File: config.mk
export PLATFORM = sky130hd
export DESIGN_NAME = dual_interval_timer
export DESIGN_NICKNAME = d
export VERILOG_FILES = /design/src/hdl/dual_interval_timer_pkg.sv /design/src/hdl/dual_interval_timer.sv
export SDC_FILE = /design/constraint.sdc
export NUM_CORES = 1
export LEC_CHECK = 0
export ABC_AREA = 1
export BUFFER_PORTS_ARGS = -buffer_cell sky130_fd_sc_hd__clkbuf_2
export CORE_AREA = 2 2 145 147
export CTS_CLUSTER_SIZE = 10
export DETAILED_ROUTE_END_ITERATION = 10
export DIE_AREA = 0 0 147 149
export PLACE_DENSITY_LB_ADDON = 0.15
export SLEW_MARGIN = 25
export SYNTH_ARGS = -nofsm -noshare
export SYNTH_HDL_FRONTEND = slang
export SYNTH_SLANG_ARGS = --single-unit
File: constraint.sdc
create_clock -name clk -period 2.5 [get_ports clk]
set_input_delay 0.25 -clock clk [delete_from_list [all_inputs] [get_ports clk]]
set_output_delay 0.25 -clock clk [all_outputs]
set_load 0.02 [all_outputs]
File: src/hdl/dual_interval_timer_pkg.sv
// Constants, register map and field layout of the dual interval timer.
// Assumes a 32-bit APB bus with byte addresses and one clock.
package dual_interval_timer_pkg;
    localparam int          ADDR_W          = 8;
    localparam int          CNT_W           = 16;
    localparam int          EV_PER_TIMER    = 3;
    // Per-timer offsets; the second timer sits at SECOND_TIMER_BASE
    localparam logic [5:0]  CONTROL_OFS     = 6'h00;
    localparam logic [5:0]  COUNTER_OFS     = 6'h04;
    localparam logic [5:0]  VECTOR_OFS      = 6'h08;
    localparam logic [5:0]  CHCTL0_OFS      = 6'h0c;
    localparam logic [5:0]  CHCTL1_OFS      = 6'h10;
    localparam logic [5:0]  CMP0_OFS        = 6'h14;
    localparam logic [5:0]  CMP1_OFS        = 6'h18;
    localparam logic [7:0]  SECOND_TIMER_BASE = 8'h40;
    localparam logic [7:0]  IRQ_STATUS_OFS  = 8'h80;
    localparam logic [7:0]  IRQ_MASK_OFS    = 8'h84;
    // Control register fields
    localparam int          CTL_OVF_BIT     = 0;
    localparam int          CTL_CLEAR_BIT   = 2;
    localparam int          CTL_MODE_LSB    = 4;
    localparam int          CTL_DIV_LSB     = 6;
    localparam int          CTL_SRC_LSB     = 8;
    // Channel control fields
    localparam int          CCTL_FLAG_BIT   = 0;
    localparam int          CCTL_CAPTURE_BIT = 8;
    localparam logic [15:0] CNT_MAX         = 16'hffff;
    localparam logic [15:0] VEC_NONE        = 16'h0000;
    localparam logic [15:0] VEC_CH0         = 16'h0002;
    localparam logic [15:0] VEC_CH1         = 16'h0004;
    localparam logic [15:0] VEC_OVF         = 16'h000a;
    localparam logic [3:0]  FULL_WORD_STRB  = 4'hf;

    typedef enum logic [1:0] {
        MODE_STOP = 2'b00,
        MODE_UP   = 2'b01,
        MODE_CONT = 2'b10,
        MODE_ALT  = 2'b11
    } mode_t;

    typedef enum logic [1:0] {
        SRC_EXT = 2'b00,
        SRC_AUX = 2'b01,
        SRC_SUB = 2'b10,
        SRC_INV = 2'b11
    } src_t;
endpackage : dual_interval_timer_pkg

File: src/hdl/dual_interval_timer.sv
// Two 16-bit interval timers with two capture/compare channels each,
// an APB register slave and one masked level interrupt.
// Assumes count sources and capture pins are synchronous to clk.
`timescale 1ns/10ps
module dual_interval_timer
    import dual_interval_timer_pkg::*;
(
    input  wire logic              clk,
    input  wire logic              reset,
    input  wire logic              soft_system_reset,
    input  wire logic              first_external_count_clock,
    input  wire logic              second_external_count_clock,
    input  wire logic [1:0]        inverted_input_clock,
    input  wire logic              aux_clock,
    input  wire logic              subsystem_clock,
    input  wire logic [3:0]        capture_in,
    input  wire logic              psel,
    input  wire logic              penable,
    input  wire logic              pwrite,
    input  wire logic [ADDR_W-1:0] paddr,
    input  wire logic [31:0]       pwdata,
    input  wire logic [3:0]        pstrb,
    output logic      [31:0]       prdata,
    output logic                   pready,
    output logic                   pslverr,
    output logic                   irq
);

    typedef struct packed {
        logic [1:0][CNT_W-1:0]      cnt;
        logic [1:0][1:0]            mode;
        logic [1:0][1:0]            div;
        logic [1:0][1:0]            src;
        logic [1:0]                 ovf;
        logic [1:0][1:0][CNT_W-1:0] cmp;
        logic [1:0][1:0]            capm;
        logic [1:0][1:0]            chf;
        logic [1:0][1:0]            capprev;
        logic [1:0]                 srcprev;
        logic [1:0][2:0]            divcnt;
        logic [5:0]                 stat;
        logic [5:0]                 mask;
        logic [31:0]                rdata;
    } state_t;

    state_t          r_reg;
    state_t          r_next;
    logic            acc;
    logic            wr;
    logic [1:0]      hit;
    logic [1:0]      clr_wr;
    logic [1:0]      ctl_full;
    logic [1:0]      src_now;
    logic [1:0]      tick;
    logic [1:0]      ext_pin;
    logic [5:0]      off;

    // Level of the selected count source; source 11 counts the inverted pin
    function automatic logic src_level(input logic [1:0] sel, input logic ext,
                                       input logic inv);
        case (sel)
            SRC_EXT: src_level = ext;
            SRC_AUX: src_level = aux_clock;
            SRC_SUB: src_level = subsystem_clock;
            default: src_level = ~inv;
        endcase
    endfunction : src_level

    // Source edges counted by the divider before one counter increment
    function automatic logic [2:0] div_limit(input logic [1:0] d);
        div_limit = 3'((4'h1 << d) - 4'h1);
    endfunction : div_limit

    // Highest pending source, channel zero first
    function automatic logic [15:0] vec_code(input logic ovf, input logic [1:0] chf);
        if (chf[0])
            vec_code = VEC_CH0;
        else if (chf[1])
            vec_code = VEC_CH1;
        else if (ovf)
            vec_code = VEC_OVF;
        else
            vec_code = VEC_NONE;
    endfunction : vec_code

    // Only mapped, word-aligned offsets are accepted
    function automatic logic addr_ok(input logic [ADDR_W-1:0] a);
        if (a[7])
            addr_ok = (a == IRQ_STATUS_OFS) || (a == IRQ_MASK_OFS);
        else
            addr_ok = (a[1:0] == 2'b00) && (a[5:0] <= CMP1_OFS);
    endfunction : addr_ok

    assign pready  = 1'b1;
    assign pslverr = acc && !addr_ok(paddr);
    assign prdata  = r_reg.rdata;
    assign irq     = |(r_reg.stat & r_reg.mask);
    assign ext_pin = {second_external_count_clock, first_external_count_clock};

    // Bus decode and count-edge detection per timer
    always_comb begin : decode
        acc = psel && penable;
        wr  = acc && pwrite && addr_ok(paddr);
        off = paddr[5:0];
        for (int t = 0; t < 2; t++) begin
            hit[t]      = !paddr[7] && (paddr[6] == t[0]);
            clr_wr[t]   = wr && hit[t] && off == CONTROL_OFS && pstrb[0]
                          && pwdata[CTL_CLEAR_BIT];
            ctl_full[t] = wr && hit[t] && off == CONTROL_OFS && pstrb == FULL_WORD_STRB;
            src_now[t]  = src_level(r_reg.src[t], ext_pin[t], inverted_input_clock[t]);
            tick[t]     = src_now[t] && !r_reg.srcprev[t]
                          && r_reg.mode[t] != MODE_STOP
                          && r_reg.divcnt[t] == div_limit(r_reg.div[t])
                          && !clr_wr[t] && !soft_system_reset;
        end
    end

    always_comb begin : next_state
        logic [1:0]       ev_ovf;
        logic [1:0][1:0]  ev_ch;
        logic [CNT_W-1:0] nxt;
        logic [15:0]      vec;
        logic [1:0]       cap;
        ev_ovf = '0;
        ev_ch  = '0;
        nxt    = '0;
        vec    = '0;
        cap    = '0;
        r_next = r_reg;
        for (int t = 0; t < 2; t++) begin
            r_next.srcprev[t] = src_now[t];
            // Soft reset restarts counting but keeps control and flags
            if (clr_wr[t] || soft_system_reset) begin
                r_next.cnt[t]    = '0;
                r_next.divcnt[t] = '0;
            end else if (src_now[t] && !r_reg.srcprev[t] && r_reg.mode[t] != MODE_STOP) begin
                if (tick[t])
                    r_next.divcnt[t] = '0;
                else
                    r_next.divcnt[t] = 3'(r_reg.divcnt[t] + 3'h1);
            end
            if (tick[t]) begin
                if ((r_reg.mode[t] == MODE_UP && r_reg.cnt[t] >= r_reg.cmp[t][0])
                    || r_reg.cnt[t] == CNT_MAX)
                    nxt = '0;
                else
                    nxt = 16'(r_reg.cnt[t] + 16'h1);
                r_next.cnt[t] = nxt;
                // Overflow only on the real rollover transition
                if (r_reg.mode[t] == MODE_UP)
                    ev_ovf[t] = r_reg.cnt[t] == r_reg.cmp[t][0];
                else
                    ev_ovf[t] = r_reg.cnt[t] == CNT_MAX;
                // Compare uses the register value live at the count edge
                for (int c = 0; c < 2; c++)
                    if (!r_reg.capm[t][c] && nxt == r_reg.cmp[t][c])
                        ev_ch[t][c] = 1'b1;
            end
            // A rising capture pin copies the counter in capture mode
            for (int c = 0; c < 2; c++) begin
                cap = capture_in[2*t +: 2];
                r_next.capprev[t][c] = cap[c];
                if (r_reg.capm[t][c] && cap[c] && !r_reg.capprev[t][c]) begin
                    r_next.cmp[t][c] = r_reg.cnt[t];
                    ev_ch[t][c]      = 1'b1;
                end
            end
            // Register writes from the bus
            if (wr && hit[t]) begin
                case (off)
                    CONTROL_OFS: begin
                        if (pstrb[0] && !pwdata[CTL_OVF_BIT])
                            r_next.ovf[t] = 1'b0;
                        if (pstrb[0]) begin
                            r_next.mode[t] = pwdata[CTL_MODE_LSB +: 2];
                            r_next.div[t]  = pwdata[CTL_DIV_LSB +: 2];
                        end
                        if (pstrb[1])
                            r_next.src[t] = pwdata[CTL_SRC_LSB +: 2];
                    end
                    COUNTER_OFS: begin
                        if (pstrb[1:0] == 2'b11)
                            r_next.cnt[t] = pwdata[15:0];
                    end
                    CHCTL0_OFS, CHCTL1_OFS: begin
                        if (pstrb[0] && !pwdata[CCTL_FLAG_BIT])
                            r_next.chf[t][off == CHCTL1_OFS] = 1'b0;
                        if (pstrb[1])
                            r_next.capm[t][off == CHCTL1_OFS] = pwdata[CCTL_CAPTURE_BIT];
                    end
                    CMP0_OFS, CMP1_OFS: begin
                        // Compare values accept bus-speed updates at any time
                        if (pstrb[1:0] == 2'b11)
                            r_next.cmp[t][off == CMP1_OFS] = pwdata[15:0];
                    end
                    default: ;
                endcase
            end
            if (ctl_full[t]) begin
                r_next.ovf[t] = 1'b0;
                r_next.chf[t] = '0;
            end
            // Reading the vector acknowledges the highest pending source
            if (acc && !pwrite && hit[t] && off == VECTOR_OFS) begin
                vec = vec_code(r_reg.ovf[t], r_reg.chf[t]);
                if (vec == VEC_CH0)
                    r_next.chf[t][0] = 1'b0;
                else if (vec == VEC_CH1)
                    r_next.chf[t][1] = 1'b0;
                else if (vec == VEC_OVF)
                    r_next.ovf[t] = 1'b0;
            end
        end
        if (wr && paddr == IRQ_STATUS_OFS)
            r_next.stat = r_reg.stat & ~pwdata[5:0];
        if (wr && paddr == IRQ_MASK_OFS)
            r_next.mask = pwdata[5:0];
        // Hardware events win over any clear in the same cycle
        for (int t = 0; t < 2; t++) begin
            r_next.ovf[t] = r_next.ovf[t] | ev_ovf[t];
            r_next.chf[t] = r_next.chf[t] | ev_ch[t];
            r_next.stat[EV_PER_TIMER*t +: EV_PER_TIMER] =
                r_next.stat[EV_PER_TIMER*t +: EV_PER_TIMER] | {ev_ch[t], ev_ovf[t]};
        end
        // Read data is captured in the setup phase
        if (psel && !penable && !pwrite) begin
            r_next.rdata = '0;
            if (paddr == IRQ_STATUS_OFS)
                r_next.rdata = {26'h0, r_reg.stat};
            else if (paddr == IRQ_MASK_OFS)
                r_next.rdata = {26'h0, r_reg.mask};
            else if (!paddr[7] && addr_ok(paddr)) begin
                case (off)
                    CONTROL_OFS: r_next.rdata = {22'h0, r_reg.src[paddr[6]],
                                                 r_reg.div[paddr[6]], r_reg.mode[paddr[6]],
                                                 3'h0, r_reg.ovf[paddr[6]]};
                    COUNTER_OFS: r_next.rdata = {16'h0, r_reg.cnt[paddr[6]]};
                    VECTOR_OFS:  r_next.rdata = {16'h0, vec_code(r_reg.ovf[paddr[6]],
                                                                 r_reg.chf[paddr[6]])};
                    CHCTL0_OFS:  r_next.rdata = {23'h0, r_reg.capm[paddr[6]][0], 7'h0,
                                                 r_reg.chf[paddr[6]][0]};
                    CHCTL1_OFS:  r_next.rdata = {23'h0, r_reg.capm[paddr[6]][1], 7'h0,
                                                 r_reg.chf[paddr[6]][1]};
                    CMP0_OFS:    r_next.rdata = {16'h0, r_reg.cmp[paddr[6]][0]};
                    CMP1_OFS:    r_next.rdata = {16'h0, r_reg.cmp[paddr[6]][1]};
                    default:     r_next.rdata = '0;
                endcase
            end
        end
    end

    always_ff @(posedge clk) begin
        if (reset)
            r_reg <= '0;
        else
            r_reg <= r_next;
    end

    chk_up_overflow_first: assert property (@(posedge clk) disable iff (reset)
        tick[0] && r_reg.mode[0] == MODE_UP && !r_reg.ovf[0] |=>
            r_reg.ovf[0] == ($past(r_reg.cnt[0]) == $past(r_reg.cmp[0][0])))
        else $error("first timer overflow flag wrong at up-mode count");

    chk_up_overflow_second: assert property (@(posedge clk) disable iff (reset)
        !r_reg.ovf[1] ##1 r_reg.ovf[1] |->
            $past(tick[1]) && r_reg.cnt[1] == 16'h0000)
        else $error("second timer overflow without rollover to zero");

    chk_clear_zeroes: assert property (@(posedge clk) disable iff (reset)
        clr_wr[0] |=> r_reg.cnt[0] == 16'h0000 && r_reg.divcnt[0] == 3'h0)
        else $error("clear did not zero counter and divider");

    chk_clear_no_flag: assert property (@(posedge clk) disable iff (reset)
        tick[1] && r_reg.mode[1] == MODE_UP && r_reg.cnt[1] == 16'h0000
            && r_reg.cmp[1][0] != 16'h0000 && !r_reg.ovf[1] |=> !r_reg.ovf[1])
        else $error("overflow set on first count after clear");

    chk_compare_hit: assert property (@(posedge clk) disable iff (reset)
        $past(tick[0]) && !$past(r_reg.capm[0][0])
            && r_reg.cnt[0] == $past(r_reg.cmp[0][0]) |-> r_reg.chf[0][0])
        else $error("compare event lost at count edge");

    chk_divider_rate: assert property (@(posedge clk) disable iff (reset)
        tick[1] && r_reg.div[1] != 2'b00 |-> r_reg.divcnt[1] != 3'h0)
        else $error("count taken before divider elapsed");

    chk_source_edge: assert property (@(posedge clk) disable iff (reset)
        tick[1] |-> src_now[1] && !r_reg.srcprev[1] && !$past(src_now[1]))
        else $error("count without rising source edge");

    chk_soft_keeps: assert property (@(posedge clk) disable iff (reset)
        soft_system_reset && !wr && !tick[0] |=>
            $stable(r_reg.mode[0]) && $stable(r_reg.div[0]) && $stable(r_reg.src[0])
            && r_reg.ovf[0] == $past(r_reg.ovf[0]))
        else $error("soft reset altered control or vector");

    chk_full_clears: assert property (@(posedge clk) disable iff (reset)
        ctl_full[1] && !tick[1] && capture_in[3:2] == 2'b00 |=>
            vec_code(r_reg.ovf[1], r_reg.chf[1]) == VEC_NONE)
        else $error("full control write left vector pending");

    chk_up_wraps: assert property (@(posedge clk) disable iff (reset)
        tick[0] && r_reg.mode[0] == MODE_UP && r_reg.cnt[0] >= r_reg.cmp[0][0] |=>
            r_reg.cnt[0] == 16'h0000)
        else $error("up-mode counter did not return to zero at period");

    chk_soft_zeroes: assert property (@(posedge clk) disable iff (reset)
        soft_system_reset && !wr |=>
            r_reg.cnt[1] == 16'h0000 && r_reg.divcnt[1] == 3'h0)
        else $error("soft reset did not zero second counter and divider");

    chk_soft_keeps_second: assert property (@(posedge clk) disable iff (reset)
        soft_system_reset && !acc && capture_in[3:2] == 2'b00 |=>
            $stable(r_reg.mode[1]) && $stable(r_reg.div[1]) && $stable(r_reg.src[1])
            && $stable(r_reg.ovf[1]) && $stable(r_reg.chf[1]))
        else $error("soft reset altered second control or vector");

    chk_status_sticky: assert property (@(posedge clk) disable iff (reset)
        r_reg.stat[0] && !(wr && paddr == IRQ_STATUS_OFS && pwdata[0]) |=> r_reg.stat[0])
        else $error("status bit dropped without a write of one");

    chk_timers_independent: assert property (@(posedge clk) disable iff (reset)
        tick[0] && !tick[1] && !clr_wr[1] && !soft_system_reset && !(wr && hit[1]) |=>
            $stable(r_reg.cnt[1]))
        else $error("second counter moved on a first timer event");

    chk_divider_count: assert property (@(posedge clk) disable iff (reset)
        tick[1] && r_reg.div[1] == 2'b10 |-> r_reg.divcnt[1] == 3'h3)
        else $error("divide-by-four count taken on wrong source edge");

endmodule : dual_interval_timer

==> metrics.md <==
| Metric | Value |
|---|---|
| Fin crit share | `105%` |
| Final Power | `5.53 mW` |
| Leak pwr | `6.04 nW` |
| Max FFs per register | `142` |
| Worst path max stage delay | `330 ps` |
| Worst vdd ir | `0.000424 V` |
| Layout cell share with drive strength beyond 1 | `24.3%` |
| Initial Util | `55.3%` |
| Failing checks | `negative setup slack` |
| Slew Viols, Final | `0` |
| Fillers | `1803` |
| Switch share | `27.8%` |
| CP Cell Sequence | `inv_1 -> ha_4 -> nand2_1 -> inv_1 -> nand2_2 -> nor2_2 -> nand2_2 -> nand3_2 -> nor2_1 -> nand2_1 -> nand2_4 -> buf_16 -> buf_6 -> nand3_2 -> nand2_1 -> nor2_1 -> nand2_1 -> nor2_2 -> nand3_2 -> nand3_2 -> nand2_1 -> inv_1` |
| CP most frequent cell | `nand2_1` |
| Fmax | `0.382 GHz` |
| Die area | `0.0219 mm²` |
| Combinational fraction of design power | `5.8%` |
| Sequential area share after synthesis | `27.8%` |
| DRC viols | `0` |
| CTS Buf Count | `17` |
| Slowest CP cell | `dfxtp_2` |
| Worst setup SP type | `register` |
| Net switching power | `1.54 mW` |
| Mapped Area | `0.0114 mm²` |
| Core area | `0.0206 mm²` |
| CTS tree | `done` |
| Outcome | `finished with violations` |
| Die Width | `147 µm` |
| Initial antenna violation count | `1` |
| Die height | `149 µm` |
| CTS sink cnt | `158` |
| Root Driver | `clkbuf_16` |
| Fin. Hold Viols | `0` |
| Area grow syn2layout | `28.0%` |
| Shortest period the worst path allows | `2620 ps` |
| Most common cell after layout, fill and taps aside | `nand2_1` |
| Worst Clk Skew | `13.5 ps` |
| Post-Synthesis Cells | `1841` |
| RSZ-0062 raised after global routing | `true` |
| DRT iter0 DRCs | `1590` |
| H-tree level count | `4` |
| CTS Buffer Depth | `2` |
| FP Rows | `53` |
| Most frequent cells in the layout | `464 x nand2_1, 194 x inv_1, 182 x buf_4, 156 x o21ai_0, 134 x nor2_1` |
| Pin count of the biggest net entering global routing | `119` |
| CTS clk-pin slew, worst paths | `80 ps` |
| Count of final setup violators | `8` |
| Post-synth EDFFs | `0` |
| Crit path kind | `register to register` |
| Clk_lat worst skew | `450 ps` |
| Power Density | `380 mW/mm²` |
| Data arrival, critical path | `3010 ps` |
| Vias per cell | `5.95` |
| Slew margin rel. | `36.9%` |
| Clk pwr share | `48.7%` |
| Routed vias | `13700` |
| Hold Crit Class | `input pin to register` |
| Routed WL | `45.0 mm` |
| Final nets | `2111` |
| Detail Route Antenna Nets | `0` |
| Avg Inst Size Synth | `6.18 µm²` |
| Worst setup EP type | `register` |
| Detail Placement HPWL | `31.5 mm` |
| Min Hold Slack | `3.33 ps` |
| GP Congestion | `1.01` |
| Buffers on Ports | `61` |
| Number of global-route vias before repair | `12200` |
| Distinct cells, synth | `50` |
| # IOs | `95` |
| Wire per inst | `19.5 µm` |
| FF+latch count, synth | `158` |
| Drt pass-1 iters | `6` |
| Synth warn | `0` |
| Final Util | `70.9%` |
| Asr flop ratio synth | `0%` |
| # Max-Cap Violations | `0` |
| Final Worst Setup Slack | `-119 ps` |
| Reg power frac | `45.5%` |
| Crit path max fanout | `5` |
| Gr usage total | `38.9%` |
| Worst Max-Slew Pin Slew | `941 ps` |
| Grt total ovfl | `0` |
| First-pass GRT wire length | `66.0 mm` |
| Synth Flop Type | `dfxtp_1` |
| Internal power | `3.99 mW` |
| Req. time, crit path | `2890 ps` |
cell type report:
type | count | area (µm²) | area share (%)
flip-flops and latches | 158 | 3210 | 22.1
multi-input cells | 1356 | 7610 | 52.2
clock buffers | 17 | 425 | 2.92
diodes | 1 | 2.50 | 0.0172
clock inverters | 15 | 153 | 1.05
well taps | 275 | 344 | 2.36
repair buffers | 262 | 1990 | 13.7
inverters | 220 | 828 | 5.69
worst paths after layout:
kind	from	end	slack, ps	cells past startpoint
min reg2reg	prdata[14]	prdata[14]	470	2
min	capture_in[1]	r_reg[53]	3	3
max reg2reg	r_reg[101]	r_reg[42]	-120	22
max	r_reg[101]	r_reg[42]	-120	22
per-stage QoR:
stage	setup slack, ps	cell area [µm²]	instances	TNS (ps)
after CTS	-48.4	13800	2298	-92.5
final	-119	14600	2304	-658
after global routing	-308	14600	2303	-1990
after floorplan	332	11400	1856	0
after global placement	-112	12900	2257	-302
after detailed placement	-100	12900	2257	-540
metal layers:
metal	vias to the layer above	global-route usage [%]	share of wire, %
met3	190	6.06	9.7
met4	0	21.4	6.2
met5	-	0	0
li1	6385	-	-
met1	6306	48.9	38
met2	821	64.4	46
logic make-up (layout without fill, tap and decap cells):
kind of cell,count (synthesis),after routing,share of synthesized area [%]
other,2,18,0.0660
muxes,4,4,0.352
and+or+nand+nor,876,876,32.6
buffers and inverters,342,514,12.6
xor gates and xnor gates,29,29,2.23
adders and majority gates,36,36,3.96
AOI/OAI and AO/OA,394,394,20.3
DFF,158,158,27.8
power groups by stage:
stage / registers [mW] / logic (mW) / clock network (mW)
finish: 2.52 / 0.321 / 2.69
global route: 2.52 / 0.336 / 2.79
CTS: 2.52 / 0.308 / 2.69
detailed placement: 2.58 / 0.306 / 0
global placement: 2.58 / 0.302 / 0
floorplan: 2.58 / 0.182 / 0
worst max-delay path: cells and delay by family, from the launching register on:
| kind | cells | cell delay [ps] |
|---|---|---|
| flip-flops | 1 | 330 |
| adder cells (fa/ha/maj) | 1 | 270 |
| buffers and inverters | 5 | 510 |
| AND/OR/NAND/NOR | 16 | 1430 |
synthesized netlist by cell type, types with 12 or more instances:
cell | n | area share [%]
nand2_1 | 498 | 16
inv_1 | 211 | 7.0
nor2_1 | 166 | 5.5
dfxtp_1 | 158 | 28
o21ai_0 | 157 | 6.9
nand3_1 | 153 | 6.7
a21oi_1 | 119 | 5.2
clkbuf_1 | 66 | 2.2
ha_1 | 36 | 4.0
buf_4 | 33 | 2.2
a32oi_1 | 32 | 2.5
xor2_1 | 28 | 2.2
buf_2 | 18 | 0.79
nand3b_1 | 14 | 0.92
a22oi_1 | 12 | 0.79
a31oi_1 | 12 | 0.66
what timing repair did:
| item | CTS | global route |
|---|---|---|
| buffers inserted | 5 | 3 |
| gates cloned | 3 | 2 |
| pin swaps | 24 | 85 |
| setup endpoints to repair | 8 | 9 |
| gates resized for setup | 40 | 175 |
| hold endpoints to repair | 1 | 0 |
| hold buffers | 1 | 0 |
No activity file was read; power rests on OpenSTA's default activity.
